$ cat config.mk
export PLATFORM = sky130hd
export DESIGN_NAME = lpcu_top
export DESIGN_NICKNAME = d
export VERILOG_FILES = /design/src/hw/lpcu_pkg.sv /design/src/hw/lpcu_top.sv
export VERILOG_INCLUDE_DIRS = /design/src /design/src/hw
export SDC_FILE = /design/constraint.sdc
export NUM_CORES = 1
export LEC_CHECK = 0
export ABC_AREA = 1
export BUFFER_PORTS_ARGS = -buffer_cell sky130_fd_sc_hd__buf_2
export CAP_MARGIN = 30
export CORE_MARGIN = 8
export CORE_UTILIZATION = 52
export DETAILED_ROUTE_END_ITERATION = 10
export MAX_ROUTING_LAYER = met4
export PLACE_DENSITY = 0.83
export SYNTH_ARGS = -nofsm -noshare
export SYNTH_HDL_FRONTEND = slang
export SYNTH_SLANG_ARGS = --single-unit
$ cat constraint.sdc
create_clock -name i_clk -period 2.51 [get_ports i_clk]
set_input_delay 0.251 -clock i_clk [delete_from_list [all_inputs] [get_ports i_clk]]
set_output_delay 0.251 -clock i_clk [all_outputs]
set_load 0.02 [all_outputs]
$ cat src/hw/lpcu_defines.svh
// register offsets, bit positions, codes and reset values of the primitive command unit
`ifndef LPCU_DEFINES_SVH
`define LPCU_DEFINES_SVH
// register offsets
`define LPCU_CMD_OFS 4'h0
`define LPCU_CTL_OFS 4'h1
// command register fields
`define LPCU_ERR_BIT 15
`define LPCU_VALID_BIT 14
`define LPCU_PARM_HI 13
`define LPCU_PARM_LO 12
`define LPCU_CODE_HI 11
`define LPCU_CODE_LO 8
// control and status register fields
`define LPCU_IEN_BIT 0
`define LPCU_TDIS_BIT 1
`define LPCU_STOP_BIT 2
`define LPCU_INIT_BIT 3
`define LPCU_TXACT_BIT 4
`define LPCU_PH_LO 5
`define LPCU_PH_HI 6
`define LPCU_FLG_LO 8
`define LPCU_FLG_HI 11
// primitive codes
`define LPCU_PRIM_STOP 4'h0
`define LPCU_PRIM_START 4'h1
`define LPCU_PRIM_INIT 4'h2
`define LPCU_PRIM_TRANSP 4'h3
`define LPCU_PRIM_STATUS 4'h4
`define LPCU_PRIM_SELF 4'h5
// reset values
`define LPCU_STOP_RST 1'b1
`define LPCU_TXD_RST 1'b1
`define LPCU_RDATA_RST 16'h0000
`endif

$ cat src/hw/lpcu_pkg.sv
// types of the primitive command unit
package lpcu_pkg;
  typedef enum logic [1:0] {
    LPCU_PH_STOPPED = 2'b00,
    LPCU_PH_INFO = 2'b01,
    LPCU_PH_TRANSP = 2'b10
  } lpcu_phase_t;
  typedef enum logic [0:0] {
    LPCU_ST_IDLE = 1'b0,
    LPCU_ST_WAIT = 1'b1
  } lpcu_fsm_t;
  typedef struct packed {
    logic [3:0] addr;
    logic [15:0] wdata;
    logic wr;
    logic rd;
  } lpcu_bus_t;
  typedef struct packed {
    logic err;
    logic valid;
    logic [1:0] parm;
    logic [3:0] code;
  } lpcu_cmd_t;
  typedef struct packed {
    lpcu_cmd_t cmd;
    lpcu_phase_t phase;
    lpcu_fsm_t fsm;
    logic stop_st;
    logic init_done;
    logic ien;
    logic tdis;
    logic tx_active;
    logic [3:0] flags;
    logic [15:0] rdata;
    logic init_fetch;
    logic status_dump;
    logic self_test;
    logic ctx_reset;
    logic txd;
    logic rxd;
    logic rxd_valid;
  } lpcu_state_t;
endpackage

$ cat src/hw/lpcu_top.sv
// primitive command unit: command register, primitive decoder and phase control
//
// Operation
// - conflicting primitive sets the error flag in bit 15.
// - writing one clears the error flag; zero keeps it; reset clears it.
// - host sets valid bit 14; device clears it when done; reset clears.
// - stop enters stopped phase, ends link activity, sets stop status, halts DMA; this unit halts no job, and a stop written while a job runs is dropped.
// - stopped phase sends all ones and drops received data.
// - start only when stopped and initialised, else an error.
// - without auto LMI, LMI frames go only on host request.
// - init request fetches the init block, only when stopped.
// - transparent phase routes every received frame to context entry zero.
// - transparent phase may transmit from any context entry.
// - status request writes status buffer, any phase, after init.
// - self test runs only in the stopped phase.
// - start with transmit disable clear sets transmitter active; stop clears it.
// - stop clears interrupt enable and interrupt-causing flags.
//
// The strobed register port and the address map are this design's own decisions.
`include "lpcu_defines.svh"
`timescale 1ns/1ns
`default_nettype none

module lpcu_top import lpcu_pkg::*; #(
  parameter int FLAG_N = 4
) (
  // clock and reset
  input wire logic i_clk,
  input wire logic i_rst_n,
  // register port
  input wire lpcu_bus_t i_bus,
  output logic [15:0] o_rdata,
  // memory and self test jobs
  output logic o_init_fetch,
  output logic o_status_dump,
  output logic o_self_test,
  input wire logic i_job_done,
  // link and channel control
  output lpcu_phase_t o_phase,
  output logic o_stop_status,
  output logic o_ctx_reset,
  output logic o_tx_active,
  output logic o_ien,
  output logic [3:0] o_flags,
  input wire logic [3:0] i_flag_event,
  // serial data
  input wire logic i_tx_data,
  output logic o_txd,
  input wire logic i_rx_data,
  input wire logic i_rx_valid,
  output logic o_rxd,
  output logic o_rxd_valid
);

  // ****************************************
  // elaboration checks
  // ****************************************
  if (FLAG_N < 1 || FLAG_N > 4) begin : g_bad_flag_n
    $error("FLAG_N must lie between 1 and 4");
  end

  // ****************************************
  // state
  // ****************************************
  lpcu_state_t s;
  lpcu_state_t next_s;
  logic [3:0] evt;
  logic proc;
  logic wr_cmd;
  logic wr_ctl;
  logic ok;

  // events beyond FLAG_N are not wired to any flag
  assign evt = i_flag_event & ((4'h1 << FLAG_N) - 4'h1);
  // a primitive is decoded only while the engine is free
  assign proc = s.cmd.valid && (s.fsm == LPCU_ST_IDLE);
  assign wr_cmd = i_bus.wr && (i_bus.addr == `LPCU_CMD_OFS);
  assign wr_ctl = i_bus.wr && (i_bus.addr == `LPCU_CTL_OFS);

  // ****************************************
  // next state
  // ****************************************
  always_comb begin
    next_s = s;
    ok = 1'b1;
    next_s.init_fetch = 1'b0;
    next_s.status_dump = 1'b0;
    next_s.self_test = 1'b0;
    next_s.ctx_reset = 1'b0;
    next_s.rdata = `LPCU_RDATA_RST;
    // serial path: idle ones and deaf receiver while stopped
    next_s.txd = (s.phase == LPCU_PH_STOPPED) ? 1'b1 : i_tx_data;
    next_s.rxd_valid = i_rx_valid && (s.phase != LPCU_PH_STOPPED);
    next_s.rxd = i_rx_data;
    // control register writes
    if (wr_ctl) begin
      // interrupt enable cannot be raised in the stopped phase
      next_s.ien = i_bus.wdata[`LPCU_IEN_BIT] && (s.phase != LPCU_PH_STOPPED);
      next_s.tdis = i_bus.wdata[`LPCU_TDIS_BIT];
      next_s.flags = s.flags & ~i_bus.wdata[`LPCU_FLG_HI:`LPCU_FLG_LO];
      if (i_bus.wdata[`LPCU_TDIS_BIT]) begin
        next_s.tx_active = 1'b0;
      end else if (s.tdis && s.phase != LPCU_PH_STOPPED) begin
        next_s.tx_active = 1'b1;
      end
    end
    // command register writes
    if (wr_cmd) begin
      if (i_bus.wdata[`LPCU_ERR_BIT]) begin
        next_s.cmd.err = 1'b0;
      end
      // a new primitive written while one is pending is dropped; the error clear still acts
      if (i_bus.wdata[`LPCU_VALID_BIT] && !s.cmd.valid) begin
        next_s.cmd.valid = 1'b1;
        next_s.cmd.parm = i_bus.wdata[`LPCU_PARM_HI:`LPCU_PARM_LO];
        next_s.cmd.code = i_bus.wdata[`LPCU_CODE_HI:`LPCU_CODE_LO];
      end
    end
    // primitive decode
    if (proc) begin
      next_s.cmd.valid = 1'b0;
      case (s.cmd.code)
        `LPCU_PRIM_STOP: begin
          next_s.phase = LPCU_PH_STOPPED;
          next_s.stop_st = 1'b1;
          next_s.tx_active = 1'b0;
          next_s.ien = 1'b0;
          next_s.flags = 4'h0;
        end
        `LPCU_PRIM_START: begin
          ok = (s.phase == LPCU_PH_STOPPED) && s.init_done;
          if (ok) begin
            // no auto LMI here: LMI frames leave only on request
            next_s.phase = LPCU_PH_INFO;
            next_s.stop_st = 1'b0;
            next_s.ctx_reset = 1'b1;
            next_s.tx_active = !next_s.tdis;
          end
        end
        `LPCU_PRIM_INIT: begin
          ok = (s.phase == LPCU_PH_STOPPED);
          if (ok) begin
            next_s.init_fetch = 1'b1;
            next_s.fsm = LPCU_ST_WAIT;
            next_s.cmd.valid = 1'b1;
          end
        end
        `LPCU_PRIM_TRANSP: begin
          ok = (s.phase == LPCU_PH_STOPPED) && s.init_done;
          if (ok) begin
            // phase code steers rx to entry zero and tx from any entry
            next_s.phase = LPCU_PH_TRANSP;
            next_s.stop_st = 1'b0;
            next_s.ctx_reset = 1'b1;
            next_s.tx_active = !next_s.tdis;
          end
        end
        `LPCU_PRIM_STATUS: begin
          ok = s.init_done;
          if (ok) begin
            next_s.status_dump = 1'b1;
            next_s.fsm = LPCU_ST_WAIT;
            next_s.cmd.valid = 1'b1;
          end
        end
        `LPCU_PRIM_SELF: begin
          ok = (s.phase == LPCU_PH_STOPPED);
          if (ok) begin
            next_s.self_test = 1'b1;
            next_s.fsm = LPCU_ST_WAIT;
            next_s.cmd.valid = 1'b1;
          end
        end
        default: begin
          // codes above five are not served by this unit
          ok = 1'b0;
        end
      endcase
      if (!ok) begin
        next_s.cmd.err = 1'b1;
      end
    end else if (s.fsm == LPCU_ST_WAIT && i_job_done) begin
      next_s.cmd.valid = 1'b0;
      next_s.fsm = LPCU_ST_IDLE;
      if (s.cmd.code == `LPCU_PRIM_INIT) begin
        next_s.init_done = 1'b1;
      end
    end
    // new events win over a clear in the same cycle
    next_s.flags = next_s.flags | evt;
    // read data stand in the cycle after the strobe only
    if (i_bus.rd) begin
      if (i_bus.addr == `LPCU_CMD_OFS) begin
        next_s.rdata = {s.cmd, 8'h00};
      end else if (i_bus.addr == `LPCU_CTL_OFS) begin
        next_s.rdata[`LPCU_IEN_BIT] = s.ien;
        next_s.rdata[`LPCU_TDIS_BIT] = s.tdis;
        next_s.rdata[`LPCU_STOP_BIT] = s.stop_st;
        next_s.rdata[`LPCU_INIT_BIT] = s.init_done;
        next_s.rdata[`LPCU_TXACT_BIT] = s.tx_active;
        next_s.rdata[`LPCU_PH_HI:`LPCU_PH_LO] = s.phase;
        next_s.rdata[`LPCU_FLG_HI:`LPCU_FLG_LO] = s.flags;
      end
    end
  end

  // ****************************************
  // state register
  // ****************************************
  always_ff @(posedge i_clk) begin
    if (!i_rst_n) begin
      s <= '0;
      s.stop_st <= `LPCU_STOP_RST;
      s.txd <= `LPCU_TXD_RST;
    end else begin
      s <= next_s;
    end
  end

  // outputs are state fields
  assign o_rdata = s.rdata;
  assign o_init_fetch = s.init_fetch;
  assign o_status_dump = s.status_dump;
  assign o_self_test = s.self_test;
  assign o_phase = s.phase;
  assign o_stop_status = s.stop_st;
  assign o_ctx_reset = s.ctx_reset;
  assign o_tx_active = s.tx_active;
  assign o_ien = s.ien;
  assign o_flags = s.flags;
  assign o_txd = s.txd;
  assign o_rxd = s.rxd;
  assign o_rxd_valid = s.rxd_valid;

  // ****************************************
  // assertions
  // ****************************************
  a_self_conflict: assert property (@(posedge i_clk) disable iff (!i_rst_n)
    proc && s.cmd.code == `LPCU_PRIM_SELF && s.phase != LPCU_PH_STOPPED
    |=> s.cmd.err && !s.cmd.valid)
    else $error("self test outside stopped phase not flagged");
  a_err_sticky: assert property (@(posedge i_clk) disable iff (!i_rst_n)
    s.cmd.err && !(wr_cmd && i_bus.wdata[`LPCU_ERR_BIT]) |=> s.cmd.err)
    else $error("error flag lost without a clear");
  a_err_clear: assert property (@(posedge i_clk) disable iff (!i_rst_n)
    wr_cmd && i_bus.wdata[`LPCU_ERR_BIT] && !proc |=> !s.cmd.err)
    else $error("error flag not cleared by writing one");
  a_job_release: assert property (@(posedge i_clk) disable iff (!i_rst_n)
    s.fsm == LPCU_ST_WAIT && i_job_done |=> !s.cmd.valid ##1 s.fsm == LPCU_ST_IDLE)
    else $error("valid flag not released after job");
  a_stop_effect: assert property (@(posedge i_clk) disable iff (!i_rst_n)
    proc && s.cmd.code == `LPCU_PRIM_STOP
    |=> s.phase == LPCU_PH_STOPPED && s.stop_st && !s.tx_active && !s.ien)
    else $error("stop primitive did not stop");
  a_stopped_line: assert property (@(posedge i_clk) disable iff (!i_rst_n)
    s.phase == LPCU_PH_STOPPED |=> o_txd && !o_rxd_valid)
    else $error("line active in stopped phase");
  a_start_ok: assert property (@(posedge i_clk) disable iff (!i_rst_n)
    proc && s.cmd.code == `LPCU_PRIM_START && s.phase == LPCU_PH_STOPPED && s.init_done
    |=> s.phase == LPCU_PH_INFO && o_ctx_reset ##1 !o_ctx_reset)
    else $error("start not taken");
  a_start_early: assert property (@(posedge i_clk) disable iff (!i_rst_n)
    proc && s.cmd.code == `LPCU_PRIM_START && !s.init_done
    |=> s.cmd.err && s.phase == LPCU_PH_STOPPED)
    else $error("start before init not rejected");
  a_init_job: assert property (@(posedge i_clk) disable iff (!i_rst_n)
    proc && s.cmd.code == `LPCU_PRIM_INIT && s.phase == LPCU_PH_STOPPED
    |=> o_init_fetch && s.cmd.valid && s.fsm == LPCU_ST_WAIT)
    else $error("init fetch not issued");
  a_transp_ok: assert property (@(posedge i_clk) disable iff (!i_rst_n)
    proc && s.cmd.code == `LPCU_PRIM_TRANSP && s.phase == LPCU_PH_STOPPED && s.init_done
    |=> s.phase == LPCU_PH_TRANSP && o_ctx_reset)
    else $error("transparent not taken");
  a_status_early: assert property (@(posedge i_clk) disable iff (!i_rst_n)
    proc && s.cmd.code == `LPCU_PRIM_STATUS && !s.init_done |=> s.cmd.err && !o_status_dump)
    else $error("status request before init not rejected");
  a_reject_keep: assert property (@(posedge i_clk) disable iff (!i_rst_n)
    proc && !ok |=> s.phase == $past(s.phase) && !s.cmd.valid)
    else $error("rejected primitive changed phase");
  a_high_code: assert property (@(posedge i_clk) disable iff (!i_rst_n)
    proc && s.cmd.code > `LPCU_PRIM_SELF |=> s.cmd.err && !s.cmd.valid)
    else $error("unserved primitive code not flagged");
  a_stop_clear: assert property (@(posedge i_clk) disable iff (!i_rst_n)
    proc && s.cmd.code == `LPCU_PRIM_STOP && evt == 4'h0 |=> o_flags == 4'h0 && !o_ien)
    else $error("stop left interrupt state set");
  a_transp_early: assert property (@(posedge i_clk) disable iff (!i_rst_n)
    proc && s.cmd.code == `LPCU_PRIM_TRANSP && !s.init_done
    |=> s.cmd.err && s.phase == LPCU_PH_STOPPED)
    else $error("transparent before init not rejected");
  a_tx_on: assert property (@(posedge i_clk) disable iff (!i_rst_n)
    proc && s.cmd.code == `LPCU_PRIM_START && s.phase == LPCU_PH_STOPPED && s.init_done
    && !s.tdis && !wr_ctl |=> o_tx_active)
    else $error("transmitter not active after start");
  a_job_pending: assert property (@(posedge i_clk) disable iff (!i_rst_n)
    s.fsm == LPCU_ST_WAIT && !i_job_done |=> s.cmd.valid && s.fsm == LPCU_ST_WAIT)
    else $error("valid flag dropped before job end");

endmodule

`default_nettype wire

Word level (Yosys, flattened, before mapping)
Index checks and enable logic that the tools add are counted.
{"block": "classes", "n_addsub": 0, "mul": 0, "div_mod_pow": 0, "order_cmp": 0, "n_eq_ne": 12, "shifts": 0, "mux": 34, "bitwise": 8, "reduce_logical": 36}
{"cell": "AND reduction 3 bit", "n": 7}
{"cell": "two-way mux 1 bit", "n": 19}
{"cell": "two-way mux 7 bit", "n": 2}
{"cell": "two-way mux 4 bit", "n": 3}
{"cell": "logical AND 1 bit", "n": 9}
{"cell": "nonzero test 3 bit", "n": 3}
{"cell": "equality test 4 x 1 -> 1 bit, second input constant", "n": 2}
{"cell": "equality test 4 x 2 -> 1 bit, second input constant", "n": 2}
{"cell": "equality test 4 x 3 -> 1 bit, second input constant", "n": 2}
{"cell": "zero test 4 bit", "n": 2}
{"cell": "two-way mux 8 bit", "n": 1}
{"cell": "case mux 1 bit (2 select lines)", "n": 4}
{"cell": "AND reduction 4 bit", "n": 2}
{"cell": "!= test 3 x 2 -> 1 bit, second input constant", "n": 2}
{"cell": "case mux 2 bit (3 select lines)", "n": 1}
{"cell": "AND reduction 2 bit", "n": 3}
{"cell": "nonzero test 2 bit", "n": 3}
{"cell": "OR reduction 2 bit", "n": 3}
{"cell": "two-way mux 5 bit", "n": 1}
{"cell": "NOT 1 bit", "n": 5}
{"cell": "bitwise AND 4 bit", "n": 1}
{"cell": "two-way mux 2 bit", "n": 2}
{"cell": "!= test 2 bit, second input constant", "n": 2}
{"cell": "NOT 4 bit", "n": 1}
{"cell": "other kinds (7)", "n": 8}
{"block": "word_totals", "regBits": 43, "latch_bits": 0, "ram_bits": 0, "romBits": 0, "inputBits": 32, "out_inout_bits": 32, "wordCells": 113, "n_memories": 0}

Logic depth before layout (Yosys ltp)
{"block": "depth", "word_depth": 10, "depth_mapped": 10, "ltp_nobuf": 10}

Worst setup path after synthesis
No wires, ideal clock.
{"block": "synth_path", "path_kind": "flip-flop to flip-flop", "start": "register s[37] (netlist bit)", "end": "register s (netlist bit o_phase[0])", "setup_ps": 121, "arrival_time_ps": 967, "setup_slack_ps": 1422, "path_stages_with_launch": 7, "n_path_buf": 0, "path_cell_list": "dfxtp_1 -> nor2_2 -> o21ai_1 -> nor3_2 -> nand2_2 -> o21ai_1 -> a21oi_1"}
{"block": "synth_between", "elab_chain_len": 3}
{"item": "from (decl)", "line_no": "lpcu_top.sv:65", "rtl": "lpcu_state_t s;"}
{"item": "from (signal assigned)", "line_no": "lpcu_top.sv:216", "rtl": "s <= next_s;"}
{"item": "equality test 4 x 1 -> 1 bit (tied with other cells)", "line_no": "lpcu_top.sv:122", "rtl": "case (s.cmd.code)"}
{"item": "!= test 2 bit (no line) / nonzero test 3 bit (equally long branches)"}
{"item": "AND reduction 4 bit (no line)"}
Several ways; a longest one is shown, not always the timed one.
A chain may end at the register's enable or synchronous reset.

Final worst setup path
Same ends and word-level chain as after synthesis.

==> reports/results.ini <==
[critical_path]
cp.arrival_ns=1.51
start_kind=register
worstPathRequired_ns=2.74
path_class=register to register
crit_buf_inv=0
endpoint_kind=register
worstPathCellList=nor2_2 -> o21ai_1 -> nor3_2 -> nand2_2 -> o21ai_1 -> a21oi_1
slowest_delay_ns=0.37
worstPathMaxFanout=5
cp_slowest_cell=dfxtp_1
crit_family=simple AND/OR/NAND/NOR gates
cpMostUsedCell=o21ai_1

[power_and_ir_drop]
cellPowerDensity_nw_per_um2=543
power_leakage_uw=0.000969
ir_drop_uv=344

[global_route]
antenna_found_initial=0
grt_usage_pct=15.3
grt_pass1_wl_mm=6.45
grt_max_degree=20
grt-ovfl-total=0
grt_pass1_vias=1522

[sta]
tns_ns=0
min_period_ns=1.28
rsz0062_at_grt=no
fmax_mhz=783
hold_viol=0
fin_crit_sh_pct=50.9
drv_slew=0
fin_skew_ns=0.00689
setup_violations=0

[clock_network]
cts.hold.buffers_added=0
post-cts-setup-buffer-count=0
cts_resized=0
cts.sinks=42
cts-root-buf=clkbuf_4
cts_tree=built
htree_levels=2
clk_pin_slew_ns=0.12
clockBufferDepth=2
insertion_delay_ns=0.34
cts_buffers=5

[status]
status=finished clean

[synth]
syn_inst=227
ys_warn_count=0
synth_edf_count=0
netlist-cell-type-count=29
synth_top_cell_by_area=dfxtp_1
ys_ff_latch=42
synth_nets=259
yosysTopAreaCellShare_pct=46.9
ys_seq_area_share_pct=46.9
yosysMostFrequentCell=dfxtp_1
ys_top_cells_by_count=dfxtp_1 (42), nand2_1 (36), inv_1 (30)
synth_ff_type=dfxtp_1
syn_area_um2=1790
synth_area_leaders=dfxtp_1 (47%), buf_4 (9.2%), nand2_1 (7.5%)
avgSynthCellArea_um2=7.90
synthArstFlopShare_pct=0

[die]
rows=21
start_util_pct=53.8
die_height_um=74.7
ioPinCount=64
core-area_um2=3340
die_area_um2=5590
die_w_um=74.7

[job]
cap_violations=0

[drt]
first_pass_iters=4
vias=1525
via_per_inst=4.92
wl_per_cell_um=12.3
drt-initial-drc-count=93
drc=0
drtAntennaViolNets=0
finalWirelength_mm=3.82

[placed_design]
dp_hpwl_mm=3.00
io_buffers=56
placed_cell_area_um2=1940
dp.cells=303
place.gp.congestion=0.935

[final_layout]
antenna_cells=0
design_area_um2=1990
multi_input_area_um2=636
fill_cells=330
area_growth_syn_to_layout_pct=10.9
post-route-util_pct=59.6
seqCellArea_um2=841
fin_nets=296
drive_gt1_share_pct=30.7
layout.cells.non_filler=310

[worst_hold_path]
hold_path.class=input pin to register

-- cells by family (layout without fill, tap and decap cells) --
logic type      Yosys count  in the layout  synth area share (%)
compound gates           36             36                  11.2
other cells               1              1                 0.209
buf+inv                  60             97                  17.7
flops                    42             42                  46.9
simple gates             88             88                  24.0
-- registers in the layout, summed over array words and instances, names as in the netlist --
name / count
s: 11
o_rxd: 1
o_ien: 1
o_self_test: 1
o_rxd_valid: 1
o_rdata: 15
o_txd: 1
o_tx_active: 1
o_flags: 4
o_status_dump: 1
o_ctx_reset: 1
o_stop_status: 1
o_phase: 2
o_init_fetch: 1
-- path summary, 6_finish.rpt --
path                                    startpoint                      end  slack (ns)  depth (start not counted)
worst min register to register    s[42]$_SDFF_PN0_   o_rdata[15]$_SDFF_PN0_        0.45                          2
worst max register to register  s[37]$_SDFFE_PN0N_  o_phase[0]$_SDFFE_PN0P_        1.23                          6
worst min-delay path                     i_tx_data         o_txd$_SDFF_PP1_        0.09                          2
worst max-delay path            s[37]$_SDFFE_PN0N_  o_phase[0]$_SDFFE_PN0P_        1.23                          6
-- metrics by stage --
stage | setup slack, ns | total power (uW) | hold WS, ns
floorplan | 1.42 | 763 | 0.349
global placement | 1.12 | 790 | 0.417
detailed placement | 1.08 | 793 | 0.431
CTS | 1.23 | 1090 | 0.0764
global route | 1.08 | 1140 | 0.0746
finish | 1.23 | 1080 | 0.0856
-- routing by layer --
metal	wire length (um)	GRT usage (%)
met2	1900	26.0
met3	285	4.13
met4	75	6.96
met5	0	-
met1	1560	16.1
-- worst reg2reg max path, cell delays in order (launching register included) --
cell,delay (ns)
dfxtp_1,0.37
nor2_2,0.17
o21ai_1,0.11
nor3_2,0.23
nand2_2,0.12
o21ai_1,0.14
a21oi_1,0.05
-- power breakdown --
group / switching [uW] / leakage (uW) / internal [uW]
Combinational: 57.7 / 0.000598 / 35.9
Clock: 203 / 0.0000308 / 101
Sequential: 6.63 / 0.000340 / 677
Total: 267 / 0.000969 / 814
-- cells in the final DEF, fill, tap and decap left out, types with 3 or more instances in the layout --
cell / n
buf_2: 56
dfxtp_1: 42
nand2_1: 36
inv_1: 30
nor2_1: 21
a21oi_1: 16
o21ai_1: 9
nand3_1: 7
nand4_1: 5
o22ai_1: 5
clkbuf_4: 5
inv_2: 4
nor3_1: 4
nor3_2: 3
-- layout make-up --
type                    instances  area share [%]
clock buffers                   5            1.89
clock inverters                 2           0.503
inverters                      34            6.42
multi-input cells             125            31.9
flip-flops and latches         42            42.3
well taps                      46            2.89
repair buffers                 56            14.1
No activity file was read; power rests on OpenSTA's default activity.
